### src/shared/pfs_cfg.svh
// Constants of the program flow sequencer.
`ifndef PFS_CFG_SVH
`define PFS_CFG_SVH

// Width of the program counter and of every address word.
`define PFS_ADDR_W        24
// Width of the interrupt table base field.
`define PFS_ISR_BASE_W    16
// Width of the pending interrupt level and vector field.
`define PFS_ISR_LOW_W     8
// Position of the bit that selects the software entry.
`define PFS_SW_ENTRY_BIT  2
// Depth of the internal return stack.
`define PFS_STACK_DEPTH   8
// Reset value of the program counter.
`define PFS_PC_RESET      24'h000000
// Reset value of the jump target register.
`define PFS_JTR_RESET     24'h000000
// Step of the program counter on a plain advance.
`define PFS_PC_STEP       24'h000001

`endif

### src/shared/pfs_pkg.sv
// Types of the program flow sequencer.
`include "pfs_cfg.svh"

package pfs_pkg;

	// Control flow operations carried by the sequencer field.
	typedef enum logic [3:0] {
		PFS_CONTINUE,
		PFS_JUMP,
		PFS_JUMP_REG,
		PFS_JUMP_INT,
		PFS_CALL,
		PFS_CALL_REG,
		PFS_CALL_INT,
		PFS_PUSH,
		PFS_RETURN,
		PFS_POP
	} pfs_op_t;

	// How the selected condition gates the operation.
	typedef enum logic [1:0] {
		PFS_ALWAYS,
		PFS_IF_TRUE,
		PFS_IF_FALSE
	} pfs_cond_t;

	// What the data field does to the status and control flags.
	typedef enum logic [1:0] {
		PFS_FLAGS_NONE,
		PFS_FLAGS_SET,
		PFS_FLAGS_CLEAR
	} pfs_flag_op_t;

	// One decoded sequencer instruction.
	typedef struct packed {
		pfs_op_t                   op;
		logic                      relative;
		pfs_cond_t                 cond;
		pfs_flag_op_t              flag_op;
		logic [`PFS_ADDR_W-1:0]    data;
	} pfs_instr_t;

	// Flag update sent to the status and control register.
	typedef struct packed {
		logic                      we;
		logic [`PFS_ADDR_W-1:0]    set_mask;
		logic [`PFS_ADDR_W-1:0]    clr_mask;
	} pfs_flag_upd_t;

endpackage

### src/logic/pfs_sequencer.sv
// Program flow sequencer: program counter, return stack and flag updates.
`timescale 1ns/10ps
`include "pfs_cfg.svh"

// Notes on behaviour
// - Absolute jump loads the 24-bit immediate target.
// - Flow changes after two delay-slot instructions.
// - Relative target is offset plus address plus two.
// - Register jump uses jump target register, both modes.
// - Data field sets or clears selected flags.
// - Interrupt target from table bits and pending interrupt.
// - Interrupt target forces bit two to one.
// - Interrupt jump is absolute and never pushes.
// - Continue advances the counter by one.
// - Call pushes counter plus one, then redirects.
// - Register call is a call via register.
// - Interrupt call pushes, then jumps absolutely.
// - Push stores jump target register, flow unchanged.
// - Return pops top entry into the counter.
// - Pop moves top entry into jump target register.
// - Counter leads executed instruction by two cycles.
module pfs_sequencer
	import pfs_pkg::*;
#(
	parameter int DEPTH = `PFS_STACK_DEPTH
) (
	// Clock and reset.
	input  wire logic                          mclk_in,
	input  wire logic                          reset_in,
	// Executed instruction from the pipeline.
	input  wire logic                          exec_in,
	input  wire pfs_instr_t                    instr_in,
	input  wire logic                          cond_in,
	// Interrupt table base and pending interrupt level and vector.
	input  wire logic [`PFS_ISR_BASE_W-1:0]    isr_base_in,
	input  wire logic [`PFS_ISR_LOW_W-1:0]     isr_low_in,
	// Load port of the jump target register.
	input  wire logic                          jtr_wr_in,
	input  wire logic [`PFS_ADDR_W-1:0]        jtr_data_in,
	// Fetch address and register state.
	output logic [`PFS_ADDR_W-1:0]             pc_out,
	output logic [`PFS_ADDR_W-1:0]             jump_target_out,
	output pfs_flag_upd_t                      flag_upd_out,
	output logic [$clog2(DEPTH+1)-1:0]         stack_depth_out,
	output logic                               stack_err_out
);

	// ************************************************************
	// Declarations
	// ************************************************************
	localparam int IDXW = $clog2(DEPTH);
	localparam int SPW  = $clog2(DEPTH+1);

	logic [`PFS_ADDR_W-1:0]  pc;              // Fetch address.
	logic [`PFS_ADDR_W-1:0]  jump_target_reg; // Register jump source.
	logic [SPW-1:0]          sp;              // Number of stored entries.
	logic [`PFS_ADDR_W-1:0]  stack_mem [DEPTH]; // Return stack words.
	pfs_flag_upd_t           flag_upd;        // Registered flag update.
	logic                    stack_err;       // Registered misuse pulse.

	// ************************************************************
	// Decode
	// ************************************************************
	// The counter is two ahead of the executed instruction, so the
	// last delay slot sits at pc and pc plus offset is the relative
	// target without any extra adder.
	wire pfs_op_t  op         = instr_in.op;
	wire logic     cond_pass  = (instr_in.cond == PFS_ALWAYS) ||
		((instr_in.cond == PFS_IF_TRUE) && cond_in) ||
		((instr_in.cond == PFS_IF_FALSE) && !cond_in);
	wire logic     take       = exec_in && cond_pass;
	wire logic     is_imm     = (op == PFS_JUMP) || (op == PFS_CALL);
	wire logic     is_reg     = (op == PFS_JUMP_REG) ||
		(op == PFS_CALL_REG);
	wire logic     is_int     = (op == PFS_JUMP_INT) ||
		(op == PFS_CALL_INT);
	wire logic     is_call    = (op == PFS_CALL) ||
		(op == PFS_CALL_REG) || (op == PFS_CALL_INT);
	wire logic     is_jump    = is_imm || is_reg || is_int;
	wire logic     wants_push = is_call || (op == PFS_PUSH);
	wire logic     wants_pop  = (op == PFS_RETURN) || (op == PFS_POP);
	wire logic     full       = (sp == SPW'(DEPTH));
	wire logic     empty      = (sp == '0);

	// Interrupt entry: table bits above, pending level and vector
	// below, software entry bit forced high.
	wire logic [`PFS_ADDR_W-1:0] isr_target =
		{isr_base_in, isr_low_in} |
		(`PFS_ADDR_W'(1) << `PFS_SW_ENTRY_BIT);

	// Target source: immediate, register or interrupt table.
	wire logic [`PFS_ADDR_W-1:0] src =
		is_imm ? instr_in.data :
		is_reg ? jump_target_reg : isr_target;

	// Interrupt forms ignore the relative bit.
	wire logic                   rel_ok = instr_in.relative && !is_int;
	wire logic [`PFS_ADDR_W-1:0] flow_target = rel_ok ?
		`PFS_ADDR_W'(pc + src) : src;
	wire logic [`PFS_ADDR_W-1:0] pc_inc = `PFS_ADDR_W'(pc + `PFS_PC_STEP);

	wire logic [IDXW-1:0]        top_idx = IDXW'(sp - SPW'(1));
	wire logic [`PFS_ADDR_W-1:0] stack_top_entry = stack_mem[top_idx];

	// A call on a full stack is refused whole, so the flow stays
	// linear and no return address is lost silently.
	wire logic do_push = take && wants_push && !full;
	wire logic do_pop  = take && wants_pop && !empty;
	wire logic do_jump = take && is_jump && (!is_call || !full);
	wire logic do_ret  = do_pop && (op == PFS_RETURN);

	// Calls push the return address, push stores the register.
	wire logic [`PFS_ADDR_W-1:0] push_val = (op == PFS_PUSH) ?
		jump_target_reg : pc_inc;

	// Next counter: hold on stall, redirect, else step by one.
	// A failed condition falls through to the step.
	wire logic [`PFS_ADDR_W-1:0] next_pc =
		!exec_in ? pc :
		do_ret   ? stack_top_entry :
		do_jump  ? flow_target : pc_inc;

	// Pop wins over an external load in the same cycle.
	wire logic [`PFS_ADDR_W-1:0] next_jtr =
		(do_pop && (op == PFS_POP)) ? stack_top_entry :
		jtr_wr_in ? jtr_data_in : jump_target_reg;

	wire logic [SPW-1:0] next_sp = do_push ? SPW'(sp + SPW'(1)) :
		do_pop ? SPW'(sp - SPW'(1)) : sp;

	// Flag update rides along with any taken operation.
	pfs_flag_upd_t next_flag_upd;
	assign next_flag_upd.we = take &&
		(instr_in.flag_op != PFS_FLAGS_NONE);
	assign next_flag_upd.set_mask = (take &&
		(instr_in.flag_op == PFS_FLAGS_SET)) ? instr_in.data : '0;
	assign next_flag_upd.clr_mask = (take &&
		(instr_in.flag_op == PFS_FLAGS_CLEAR)) ? instr_in.data : '0;

	wire logic next_stack_err = take &&
		((wants_push && full) || (wants_pop && empty));

	// ************************************************************
	// State
	// ************************************************************
	// Counter, register, pointer and output pulses.
	always_ff @(posedge mclk_in or posedge reset_in) begin
		if (reset_in) begin
			pc              <= `PFS_PC_RESET;
			jump_target_reg <= `PFS_JTR_RESET;
			sp              <= '0;
			flag_upd        <= '0;
			stack_err       <= 1'b0;
		end else begin
			pc              <= next_pc;
			jump_target_reg <= next_jtr;
			sp              <= next_sp;
			flag_upd        <= next_flag_upd;
			stack_err       <= next_stack_err;
		end
	end

	// Stack words need no reset; the pointer guards every read.
	always_ff @(posedge mclk_in) begin
		if (do_push) begin
			stack_mem[sp[IDXW-1:0]] <= push_val;
		end
	end

	assign pc_out          = pc;
	assign jump_target_out = jump_target_reg;
	assign flag_upd_out    = flag_upd;
	assign stack_depth_out = sp;
	assign stack_err_out   = stack_err;

	wire logic quiet = !exec_in;
endmodule // pfs_sequencer

### config.mk
export PLATFORM = sky130hd
export DESIGN_NAME = pfs_sequencer
export DESIGN_NICKNAME = d
export VERILOG_FILES = /design/src/shared/pfs_pkg.sv /design/src/logic/pfs_sequencer.sv
export VERILOG_INCLUDE_DIRS = /design/src /design/src/shared
export SDC_FILE = /design/constraint.sdc
export NUM_CORES = 1
export LEC_CHECK = 0
export BUFFER_PORTS_ARGS = -buffer_cell sky130_fd_sc_hd__buf_2
export CAP_MARGIN = 30
export CORE_ASPECT_RATIO = 2
export CORE_MARGIN = 2
export CORE_UTILIZATION = 60
export CTS_CLUSTER_SIZE = 20
export DETAILED_ROUTE_END_ITERATION = 7
export PLACE_DENSITY_LB_ADDON = 0.2
export SYNTH_ARGS = -nofsm -noshare
export SYNTH_HDL_FRONTEND = slang
export SYNTH_SLANG_ARGS = --single-unit
export TNS_END_PERCENT = 5
### constraint.sdc
create_clock -name mclk_in -period 6 [get_ports mclk_in]
set_input_delay 0.3 -clock mclk_in [delete_from_list [all_inputs] [get_ports mclk_in]]
set_output_delay 0.3 -clock mclk_in [all_outputs]
set_load 0.1 [all_outputs]
Word level (Yosys, flattened, before mapping)
Memories as Yosys holds them, arrays and structs flattened.
Index checks and enable logic that the tools add are counted.
W data, S select, Z words.
{"block": "word_totals", "register_bits": 102, "ram_bits": 192, "n_memories": 1}
{"name": "stack_mem", "depth": 8, "width": 24, "rd": 1, "rd_clocked_by_memory_dff": 0, "wr": 1, "line_no": "pfs_sequencer.sv:57", "rtl": "logic [`PFS_ADDR_W-1:0] stack_mem [DEPTH];"}
{"block": "classes", "n_eq_ne": 14, "n_addsub": 4, "n_mux": 14, "reduce_logical": 41}
{"op": "$mux W24", "n": 10}
{"op": "$add A24 B1 Y24 const B", "n": 1}
{"op": "$add A24 B24 Y24", "n": 1}
{"op": "$logic_and A1 B1 Y1", "n": 18}
{"op": "$eq A4 B3 Y1 const B", "n": 4}
{"op": "$logic_or A1 B1 Y1", "n": 13}
{"op": "$eq A4 B4 Y1 const B", "n": 3}
{"op": "$eq A4 B2 Y1 const B", "n": 2}
{"op": "$mux W4", "n": 2}
{"op": "$reduce_bool A2 Y1", "n": 3}
{"op": "$logic_not A1 Y1", "n": 5}
{"op": "$add A4 B1 Y4 const B", "n": 1}
{"op": "$eq A2 B1 Y1 const B", "n": 2}
{"op": "$eq A2 B2 Y1 const B", "n": 2}
{"op": "$eq A4 B1 Y1 const B", "n": 1}
{"op": "$logic_not A4 Y1", "n": 1}
{"op": "$sub A4 B1 Y4 const B", "n": 1}
{"op": "$logic_not A2 Y1", "n": 1}
{"op": "$mux W1", "n": 2}

Logic depth before layout (Yosys ltp)
Gate-level depths: netlist of the first run.
{"block": "logic_depth", "word_depth": 9, "ltp_mapped": 16, "depth_no_buf": 14}

Worst setup path after synthesis of the first run
No wires, ideal clock.
{"block": "synth_path", "path_kind": "flip-flop to flip-flop", "start": "register sp[0], in the netlist stack_depth_out[0]", "end": "memory stack_mem[0][0] (netlist name), enable pin", "period_less_slack_ps": 4866, "arrival_ps": 4431, "slack_ps": 1134, "stages_incl_launch_ff": 10, "path_cell_list": "dfrtp_1 buf_2 buf_2 buf_2 inv_1 ha_1 nand3b_1 nand2_1 or3_1 nor3_1"}
{"block": "synth_via", "elab_chain_cells": 5}
{"element": "from (decl)", "line_no": "pfs_sequencer.sv:56", "rtl": "logic [SPW-1:0] sp;"}
{"element": "from (signal assigned)", "line_no": "pfs_sequencer.sv:157", "rtl": "sp <= next_sp;"}
{"element": "$eq A4 B4 Y1", "line_no": "pfs_sequencer.sv:82", "rtl": "wire logic full = (sp == SPW'(DEPTH));"}
{"element": "$logic_not A1 Y1", "line_no": "pfs_sequencer.sv:107", "rtl": "wire logic do_push = take && wants_push && !full;"}
{"element": "$logic_and A1 B1 Y1", "line_no": "pfs_sequencer.sv:107"}
{"element": "$mux W1", "line_no": "pfs_sequencer.sv:165", "rtl": "if (do_push) begin"}
{"element": "$mux W1 (not written as such)", "line_no": "pfs_sequencer.sv:166", "rtl": "stack_mem[sp[IDXW-1:0]] <= push_val;"}
{"element": "to (decl)", "line_no": "pfs_sequencer.sv:57"}
Parallel ways exist; a longest one is shown, timed or not.

Final worst setup path of the first run
{"block": "layout_path", "start": "input instr_in[30] (netlist name)", "end": "register pc[20], in the netlist pc_out[20]"}
{"block": "layout_via", "elab_chain_cells": 8}
{"element": "from (decl)", "line_no": "pfs_sequencer.sv:32", "rtl": "input wire pfs_instr_t instr_in,"}
{"element": "$eq A4 B2 Y1, or another cell as far along", "line_no": "pfs_sequencer.sv:73", "rtl": "wire logic is_reg = (op == PFS_JUMP_REG) ||"}
{"element": "$logic_or A1 B1 Y1, on equally long branches", "line_no": "pfs_sequencer.sv:73, pfs_sequencer.sv:72, pfs_sequencer.sv:77"}
{"element": "$mux W24, or another cell as far along", "line_no": "pfs_sequencer.sv:94", "rtl": "is_reg ? jump_target_reg : isr_target;"}
{"element": "$mux W24, or another cell as far along", "line_no": "pfs_sequencer.sv:93", "rtl": "is_imm ? instr_in.data :"}
{"element": "$add A24 B24 Y24, or another cell as far along", "line_no": "pfs_sequencer.sv:99", "rtl": "`PFS_ADDR_W'(pc + src) : src;"}
{"element": "$mux W24 / $logic_and A1 B1 Y1 (equally long branches)", "line_no": "pfs_sequencer.sv:98, pfs_sequencer.sv:109"}
{"element": "$mux W24", "line_no": "pfs_sequencer.sv:121", "rtl": "do_jump ? flow_target : pc_inc;"}
{"element": "$mux W24 *", "line_no": "pfs_sequencer.sv:120", "rtl": "do_ret ? stack_top_entry :"}
{"element": "to (signal assigned)", "line_no": "pfs_sequencer.sv:149", "rtl": "pc <= `PFS_PC_RESET;"}
{"element": "to (signal assigned)", "line_no": "pfs_sequencer.sv:155", "rtl": "pc <= next_pc;"}
{"element": "to (decl)", "line_no": "pfs_sequencer.sv:54", "rtl": "logic [`PFS_ADDR_W-1:0] pc;"}
Mark *: on every way between the ends. The rest lies on a longest branch, timed or not.
A chain may end at the register's enable or synchronous reset.

==> results of run 1 <==
## routing by layer
layer  vias up  track usage (%)  share of wire, %
met5         -                0                 0
met4         0             15.3               5.7
met3       116             3.34               5.8
met2       397             49.3                52
met1      4761             33.4                37
li1       4483                -                 -
## synthesized netlist by cell type (15+ instances only)
cell,n,share of area (%)
sky130_fd_sc_hd__edfxtp_1,192,41
sky130_fd_sc_hd__and2_1,49,2.2
sky130_fd_sc_hd__dfrtp_1,102,18
sky130_fd_sc_hd__clkbuf_1,33,0.87
sky130_fd_sc_hd__nand3_1,15,0.53
sky130_fd_sc_hd__mux2_2,29,2.3
sky130_fd_sc_hd__a21o_1,16,0.85
sky130_fd_sc_hd__nand2_1,93,2.5
sky130_fd_sc_hd__mux2i_1,50,3.5
sky130_fd_sc_hd__nor2_1,81,2.1
sky130_fd_sc_hd__a21oi_1,67,2.4
sky130_fd_sc_hd__xnor2_1,16,0.99
sky130_fd_sc_hd__o21ai_0,56,2.0
sky130_fd_sc_hd__ha_1,29,2.6
sky130_fd_sc_hd__mux4_2,48,7.6
sky130_fd_sc_hd__xor2_1,20,1.2
## per-stage QoR
stage / utilization (%) / setup slack [ns] / instances / cell area [um2] / total power [mW]
3_3_place_gp: 66.4 / 1.36 / 1517 / 15400 / 5.68
4_1_cts: 70.9 / 1.85 / 1583 / 16500 / 7.36
5_1_grt: 71.1 / 1.66 / 1584 / 16500 / 7.70
2_1_floorplan: - / 1.13 / 1084 / 14200 / 5.00
3_5_place_dp: 66.5 / 1.30 / 1518 / 15500 / 5.74
6_report: 71.1 / 1.80 / 1584 / 16500 / 7.36
## power by group through the flow
stage,clock (mW),combinational (mW),sequential (mW)
detailed placement,0,3.05,2.69
CTS,1.64,3.08,2.65
global placement,0,3.00,2.68
finish,1.61,3.11,2.65
global route,1.71,3.32,2.67
floorplan,0,1.70,3.30
## area by class of cell
class / instances / area (um2) / share of cell area [%]
Sequential cell: 294 / 8320 / 50.4
Multi-Input combinational cell: 720 / 5620 / 34.1
Timing Repair Buffer: 229 / 1340 / 8.13
Clock buffer: 26 / 629 / 3.81
Tap cell: 283 / 354 / 2.15
Clock inverter: 17 / 178 / 1.08
Inverter: 15 / 58.8 / 0.356
## sequential cells by signal, indices dropped and copies added, names as in the netlist
register / cells
stack_err_out: 1
stack_mem: 192
stack_depth_out: 4
flag_upd_out: 49
jump_target_out: 24
pc_out: 24
## kinds of logic (layout without fill, tap and decap cells)
family | after synthesis | after routing | synth area share (%)
adders and majority gates | 30 | 30 | 2.70
AOI/OAI and AO/OA | 233 | 233 | 10.7
and+or+nand+nor | 294 | 294 | 9.97
buffers and inverters | 70 | 287 | 2.22
xor gates and xnor gates | 36 | 36 | 2.23
DFF | 294 | 294 | 58.7
muxes | 127 | 127 | 13.5
## worst max-delay path, stage by stage
cell and delay [ns]:
sky130_fd_sc_hd__buf_2 0.21, sky130_fd_sc_hd__or3b_4 0.42, sky130_fd_sc_hd__a21oi_4 0.50, sky130_fd_sc_hd__buf_4 0.29, sky130_fd_sc_hd__mux2i_1 0.20, sky130_fd_sc_hd__o21ai_1 0.10
sky130_fd_sc_hd__ha_1 0.41, sky130_fd_sc_hd__nand2_1 0.10, sky130_fd_sc_hd__o21a_1 0.23, sky130_fd_sc_hd__nor4_1 0.41, sky130_fd_sc_hd__o21ai_0 0.33, sky130_fd_sc_hd__a211oi_1 0.40
sky130_fd_sc_hd__nor2_1 0.10, sky130_fd_sc_hd__or3_1 0.36, sky130_fd_sc_hd__a32o_1 0.25
## worst max-delay path by stage
stage                  startpoint               to  slack (ns)  cells after the start
2_1_floorplan  stack_depth_out[0]  stack_mem[0][0]        1.13                      9
3_3_place_gp         instr_in[30]       pc_out[20]        1.36                     15
3_5_place_dp         instr_in[30]       pc_out[20]        1.30                     15
4_1_cts              instr_in[30]       pc_out[20]        1.85                     15
5_1_grt              instr_in[30]       pc_out[20]        1.66                     15
6_report             instr_in[30]       pc_out[20]        1.80                     15
==> impl_metrics.ini, run 1 <==
[outcome]
run_status = complete, no violations

[floorplanning]
initial_utilization_pct = 61.0
die_w_um = 113
die_area_um2 = 24900
die_height_um = 221
core_footprint_um2 = 23200
rows = 79
top_level_pins = 188

[pwr]
power_switching_share_pct = 40.4
power.static_leakage_nw = 6.54
power_frac_comb_pct = 42.2
net-switching-power_mw = 2.98
powerDensity_nw_per_um2 = 446
clkPwrFrac_pct = 21.8
power_frac_seq_pct = 36.0
intPower_mw = 4.39
power.ir.vdd_worst_v = 0.000462

[global_route]
global_route.usage.total_pct = 28.1
global_route.overflow_total = 0
first_pass_grt_wire_length_um = 54000
pin_count_of_the_biggest_net_entering_global_routing = 68
antenna_found_initial = 0
number_of_global_route_vias_before_repair = 9883

[sta]
slew_headroom_pct = 36.0
setup_viol = 0
worst_hold_margin_ns = 0.0263
period_share_pct = 70.0
fin_worst_skew_ns = 0.0119
setup-tns-final_ns = 0
max_freq_mhz = 238
timing_max_transition_violations_final = 0
final-hold-violation-count = 0
rsz0062_at_grt = no
worst_slew_pin_slew_ns = 0.958
period_minus_slack_ns = 4.20

[cts]
cts_tree = yes
cts_root_buffer = sky130_fd_sc_hd__clkbuf_16
cts_resized = 0
path_clk_slew_ns = 0.07
cts_hold_buffers = 22
cts_buffers = 25
cts_setup_buffers = 0
clk_latency_ns = 0.54
clock_sink_count = 294
cts_max_level = 1
longest_clk_path_bufs = 3

[yosys]
synthCells = 1084
ys_ff_latch = 294
synth.distinct_cells = 74
ys_seq_area_share_pct = 58.7
syn_nets = 1200
synth_enable_flop_cells = 192
synth-main-ff-cell = sky130_fd_sc_hd__edfxtp_1
cell_area_after_technology_mapping_um2 = 14200
synthesis.area_per_instance_um2 = 13.1
async_flop_share_pct = 34.7
yosysWarningCount = 0

[final_layout]
final.fill_count = 1592
nNetsFinal = 1401
areaGrowthSynthToFinish_pct = 16.5
layout-drive-gt1-share_pct = 27.2
mostFrequentLayoutCells = sky130_fd_sc_hd__edfxtp_1 (192), sky130_fd_sc_hd__buf_2 (186), sky130_fd_sc_hd__dfrtp_1 (101)
layout_commonest_cell = sky130_fd_sc_hd__edfxtp_1
ant_diodes = 0

[worst_setup_path]
kind_of_launch_point_of_the_worst_setup_path = input pin
worstReg2RegStart = jump_target_out[0]
worst-setup-path-type = in2reg
r2r_end = pc_out[20]
critPathCaptureType = register
critPathArrivalTime_ns = 4.63
worst_ep_required_ns = 6.43
timing.reg2reg.setup_slack_ns = 2.47
path_depth_of_the_worst_reg2reg_path = 12
crit_path_max_fanout = 11

[worst_hold_path]
hold_path.class = in2reg
hold_start = instr_in[1]
hold_crit_endpoint = flag_upd_out[25]
hold-path-cell-count = 2

[detailed_routing]
route.detailed.wl_per_inst_um = 22.2
routed_wirelength_um = 35200
drc = 0
drt_via_density = 6.16
drt_pre_antenna_iters = 5
route.vias.total = 9757
drt_iter0_drc = 628
postRouteAntennaNets = 0

[placed_design]
io_buffer_count = 186
gp_routability_congestion = 0.944
dpl_wire_length_um = 24800

[flow_run]
number_of_max_cap_violations = 0
(Power assumes the default switching activity.)
==> run 2: changes to the inputs <==
--- a/config.mk
+++ b/config.mk
@@ -10,7 +10,7 @@
 export CAP_MARGIN = 30
 export CORE_ASPECT_RATIO = 2
 export CORE_MARGIN = 2
-export CORE_UTILIZATION = 60
+export CORE_UTILIZATION = 58
 export CTS_CLUSTER_SIZE = 20
 export DETAILED_ROUTE_END_ITERATION = 7
 export PLACE_DENSITY_LB_ADDON = 0.2
==> constraint.sdc (replaced) <==
create_clock -name mclk_in -period 4.1 [get_ports mclk_in]
set_input_delay 0.205 -clock mclk_in [delete_from_list [all_inputs] [get_ports mclk_in]]
set_output_delay 0.205 -clock mclk_in [all_outputs]
set_load 0.1 [all_outputs]
==> impl_metrics.ini, run 2 (synthesis results as in run 1) <==
[worst_setup_path]
kind_of_launch_point_of_the_worst_setup_path = input pin
path_depth_of_the_worst_reg2reg_path = 11
timing.reg2reg.setup_slack_ns = 0.77
critical_path.max_stage_delay_ns = 0.40
worst_ep_required_ns = 4.52
critPathCaptureType = register
path_buf_inv = 2
cp-startpoint = instr_in[29]
path_cells = buf_2 -> or3b_4 -> a21oi_4 -> buf_12 -> mux2i_1 -> o21ai_0 -> ha_1 -> nand2_1 -> o21a_1 -> nor4_1 -> o21ai_0 -> a211oi_1 -> nor2_1 -> or3_1 -> a32o_1
critPathMostFrequentCell = sky130_fd_sc_hd__o21ai_0
cell_type_group_with_the_largest_total_delay_on_the_critical_path = compound AO/OA/AOI/OAI gates
cp_num_cells = 15
critPathArrivalTime_ns = 3.89
worstReg2RegStart = jump_target_out[4]
worst-setup-path-type = in2reg
cpMaxStageDelayCell = sky130_fd_sc_hd__or3b_4
crit_path_max_fanout = 13
r2r_end = pc_out[20]
setup.worst_path.end = pc_out[20]

[final_layout]
ant_diodes = 0
mostFrequentLayoutCells = sky130_fd_sc_hd__edfxtp_1 (192), sky130_fd_sc_hd__buf_2 (186), sky130_fd_sc_hd__dfrtp_1 (101)
areaGrowthSynthToFinish_pct = 18.0
final_core_util_pct = 69.9
layout-drive-gt1-share_pct = 27.6
layout_commonest_cell = sky130_fd_sc_hd__edfxtp_1
largest_register_ff_count = 192
nNetsFinal = 1431

[detailed_routing]
postRouteAntennaNets = 0
drt_via_density = 6.05
route.detailed.wl_per_inst_um = 22.0
routed_wirelength_um = 35600
drt_iter0_drc = 541
route.vias.total = 9788
drc = 0
drt_pre_antenna_iters = 5

[cts]
longest_clk_path_bufs = 3
cts_setup_buffers = 0
cts_max_level = 1
path_clk_slew_ns = 0.07
clk_latency_ns = 0.54
clock_sink_count = 294
cts_root_buffer = sky130_fd_sc_hd__clkbuf_16
cts_resized = 0
cts_buffers = 25
cts_tree = yes

[sta]
period_minus_slack_ns = 3.47
worst_slew_pin_slew_ns = 0.811
setup_viol = 0
timing.final.ws_setup_ns = 0.634
fin_worst_skew_ns = 0.0145
max_freq_mhz = 289
rsz0062_at_grt = no
timing_max_transition_violations_final = 0
final-hold-violation-count = 0
slew_headroom_pct = 45.9
period_share_pct = 84.5

[pwr]
power.ir.vdd_worst_v = 0.000430
net-switching-power_mw = 4.35
power_frac_seq_pct = 36.0
power_frac_comb_pct = 42.6
powerDensity_nw_per_um2 = 641
power_switching_share_pct = 40.6
power.static_leakage_nw = 6.66
clkPwrFrac_pct = 21.4
intPower_mw = 6.37

[placed_design]
detailedPlace.worstSlack_ns = 0.131
gp_routability_congestion = 0.990
io_buffer_count = 186
dpl_wire_length_um = 25100

[floorplanning]
die_area_um2 = 25800
die_w_um = 114
die_height_um = 225
top_level_pins = 188
initial_utilization_pct = 59.2
rows = 80
core_footprint_um2 = 23900

[worst_hold_path]
hold_path.class = in2reg

[global_route]
grt_util_met3_pct = 2.99
antenna_found_initial = 0
grt-busiest-layer = met2
met1_usage_pct = 34.0
use_met2_pct = 49.1
global_route.overflow_total = 0
first_pass_grt_wire_length_um = 54100
number_of_global_route_vias_before_repair = 9767
global_route.usage.total_pct = 27.7
pin_count_of_the_biggest_net_entering_global_routing = 49

[outcome]
run_status = complete, no violations

[flow_run]
number_of_max_cap_violations = 0
run 2: cell count changes in the layout (fill, tap and decap cells not counted), sizes merged, moves of 2 or more:
cell | previous run | this run
buf | 207 | 226
clkinvlp | 5 | 3
clkbuf | 26 | 32
dlygate4sd3 | 22 | 33
clkinv | 10 | 7
run 2: stage by stage:
stage	power (mW)	hold WS (ns)	cell area, um2	TNS (ns)	instances
floorplan	7.32	0.330	14200	-18.11	1084
global placement	8.38	0.294	15600	0	1542
detailed placement	8.44	0.301	15600	0	1542
CTS	10.8	0.000153	16700	0	1619
global route	11.2	0.0202	16700	0	1619
finish	10.7	0.0243	16700	0	1619
run 2: worst min-delay path by stage:
stage          cells past startpoint             from             endpoint
3_5_place_dp                       2         reset_in      flag_upd_out[5]
5_1_grt                            4  jtr_data_in[10]  jump_target_out[10]
4_1_cts                            4  jtr_data_in[10]  jump_target_out[10]
2_1_floorplan                      2     instr_in[24]     flag_upd_out[48]
6_report                           3  jtr_data_in[20]  jump_target_out[20]
3_3_place_gp                       2         reset_in      flag_upd_out[5]
run 2: layout make-up:
class,count,area (um2)
timing repair buffer,259,1600
fill,1695,7210
multi-input combinational,720,5610
clock inverter,12,116
clock buffer,32,653
tap,287,359
sequential,294,8320
inverter,15,58.8
run 2: worst min-delay path: cells and delay by family:
family | cells | cell delay, ns
mux | 1 | 0.07
compound gates | 1 | 0.14
buf+inv | 1 | 0.11
run 2: per-layer routing:
layer	routed length [um]	vias up
met3	1790	87
met1	13600	4803
met4	1460	0
met2	18700	349
met5	0	-
li1	-	4549
run 2: power by group through the flow:
stage	Clock (mW)	Combinational, mW	Sequential (mW)
after floorplan	0	2.49	4.83
after global placement	0	4.46	3.91
after detailed placement	0	4.52	3.92
after CTS	2.34	4.56	3.85
after global routing	2.44	4.89	3.88
final	2.29	4.57	3.86
run 2: what timing repair did:
action,CTS,global route
hold buffers,33,0
endpoints found under the setup margin,0,0
endpoints found under the hold margin,98,0
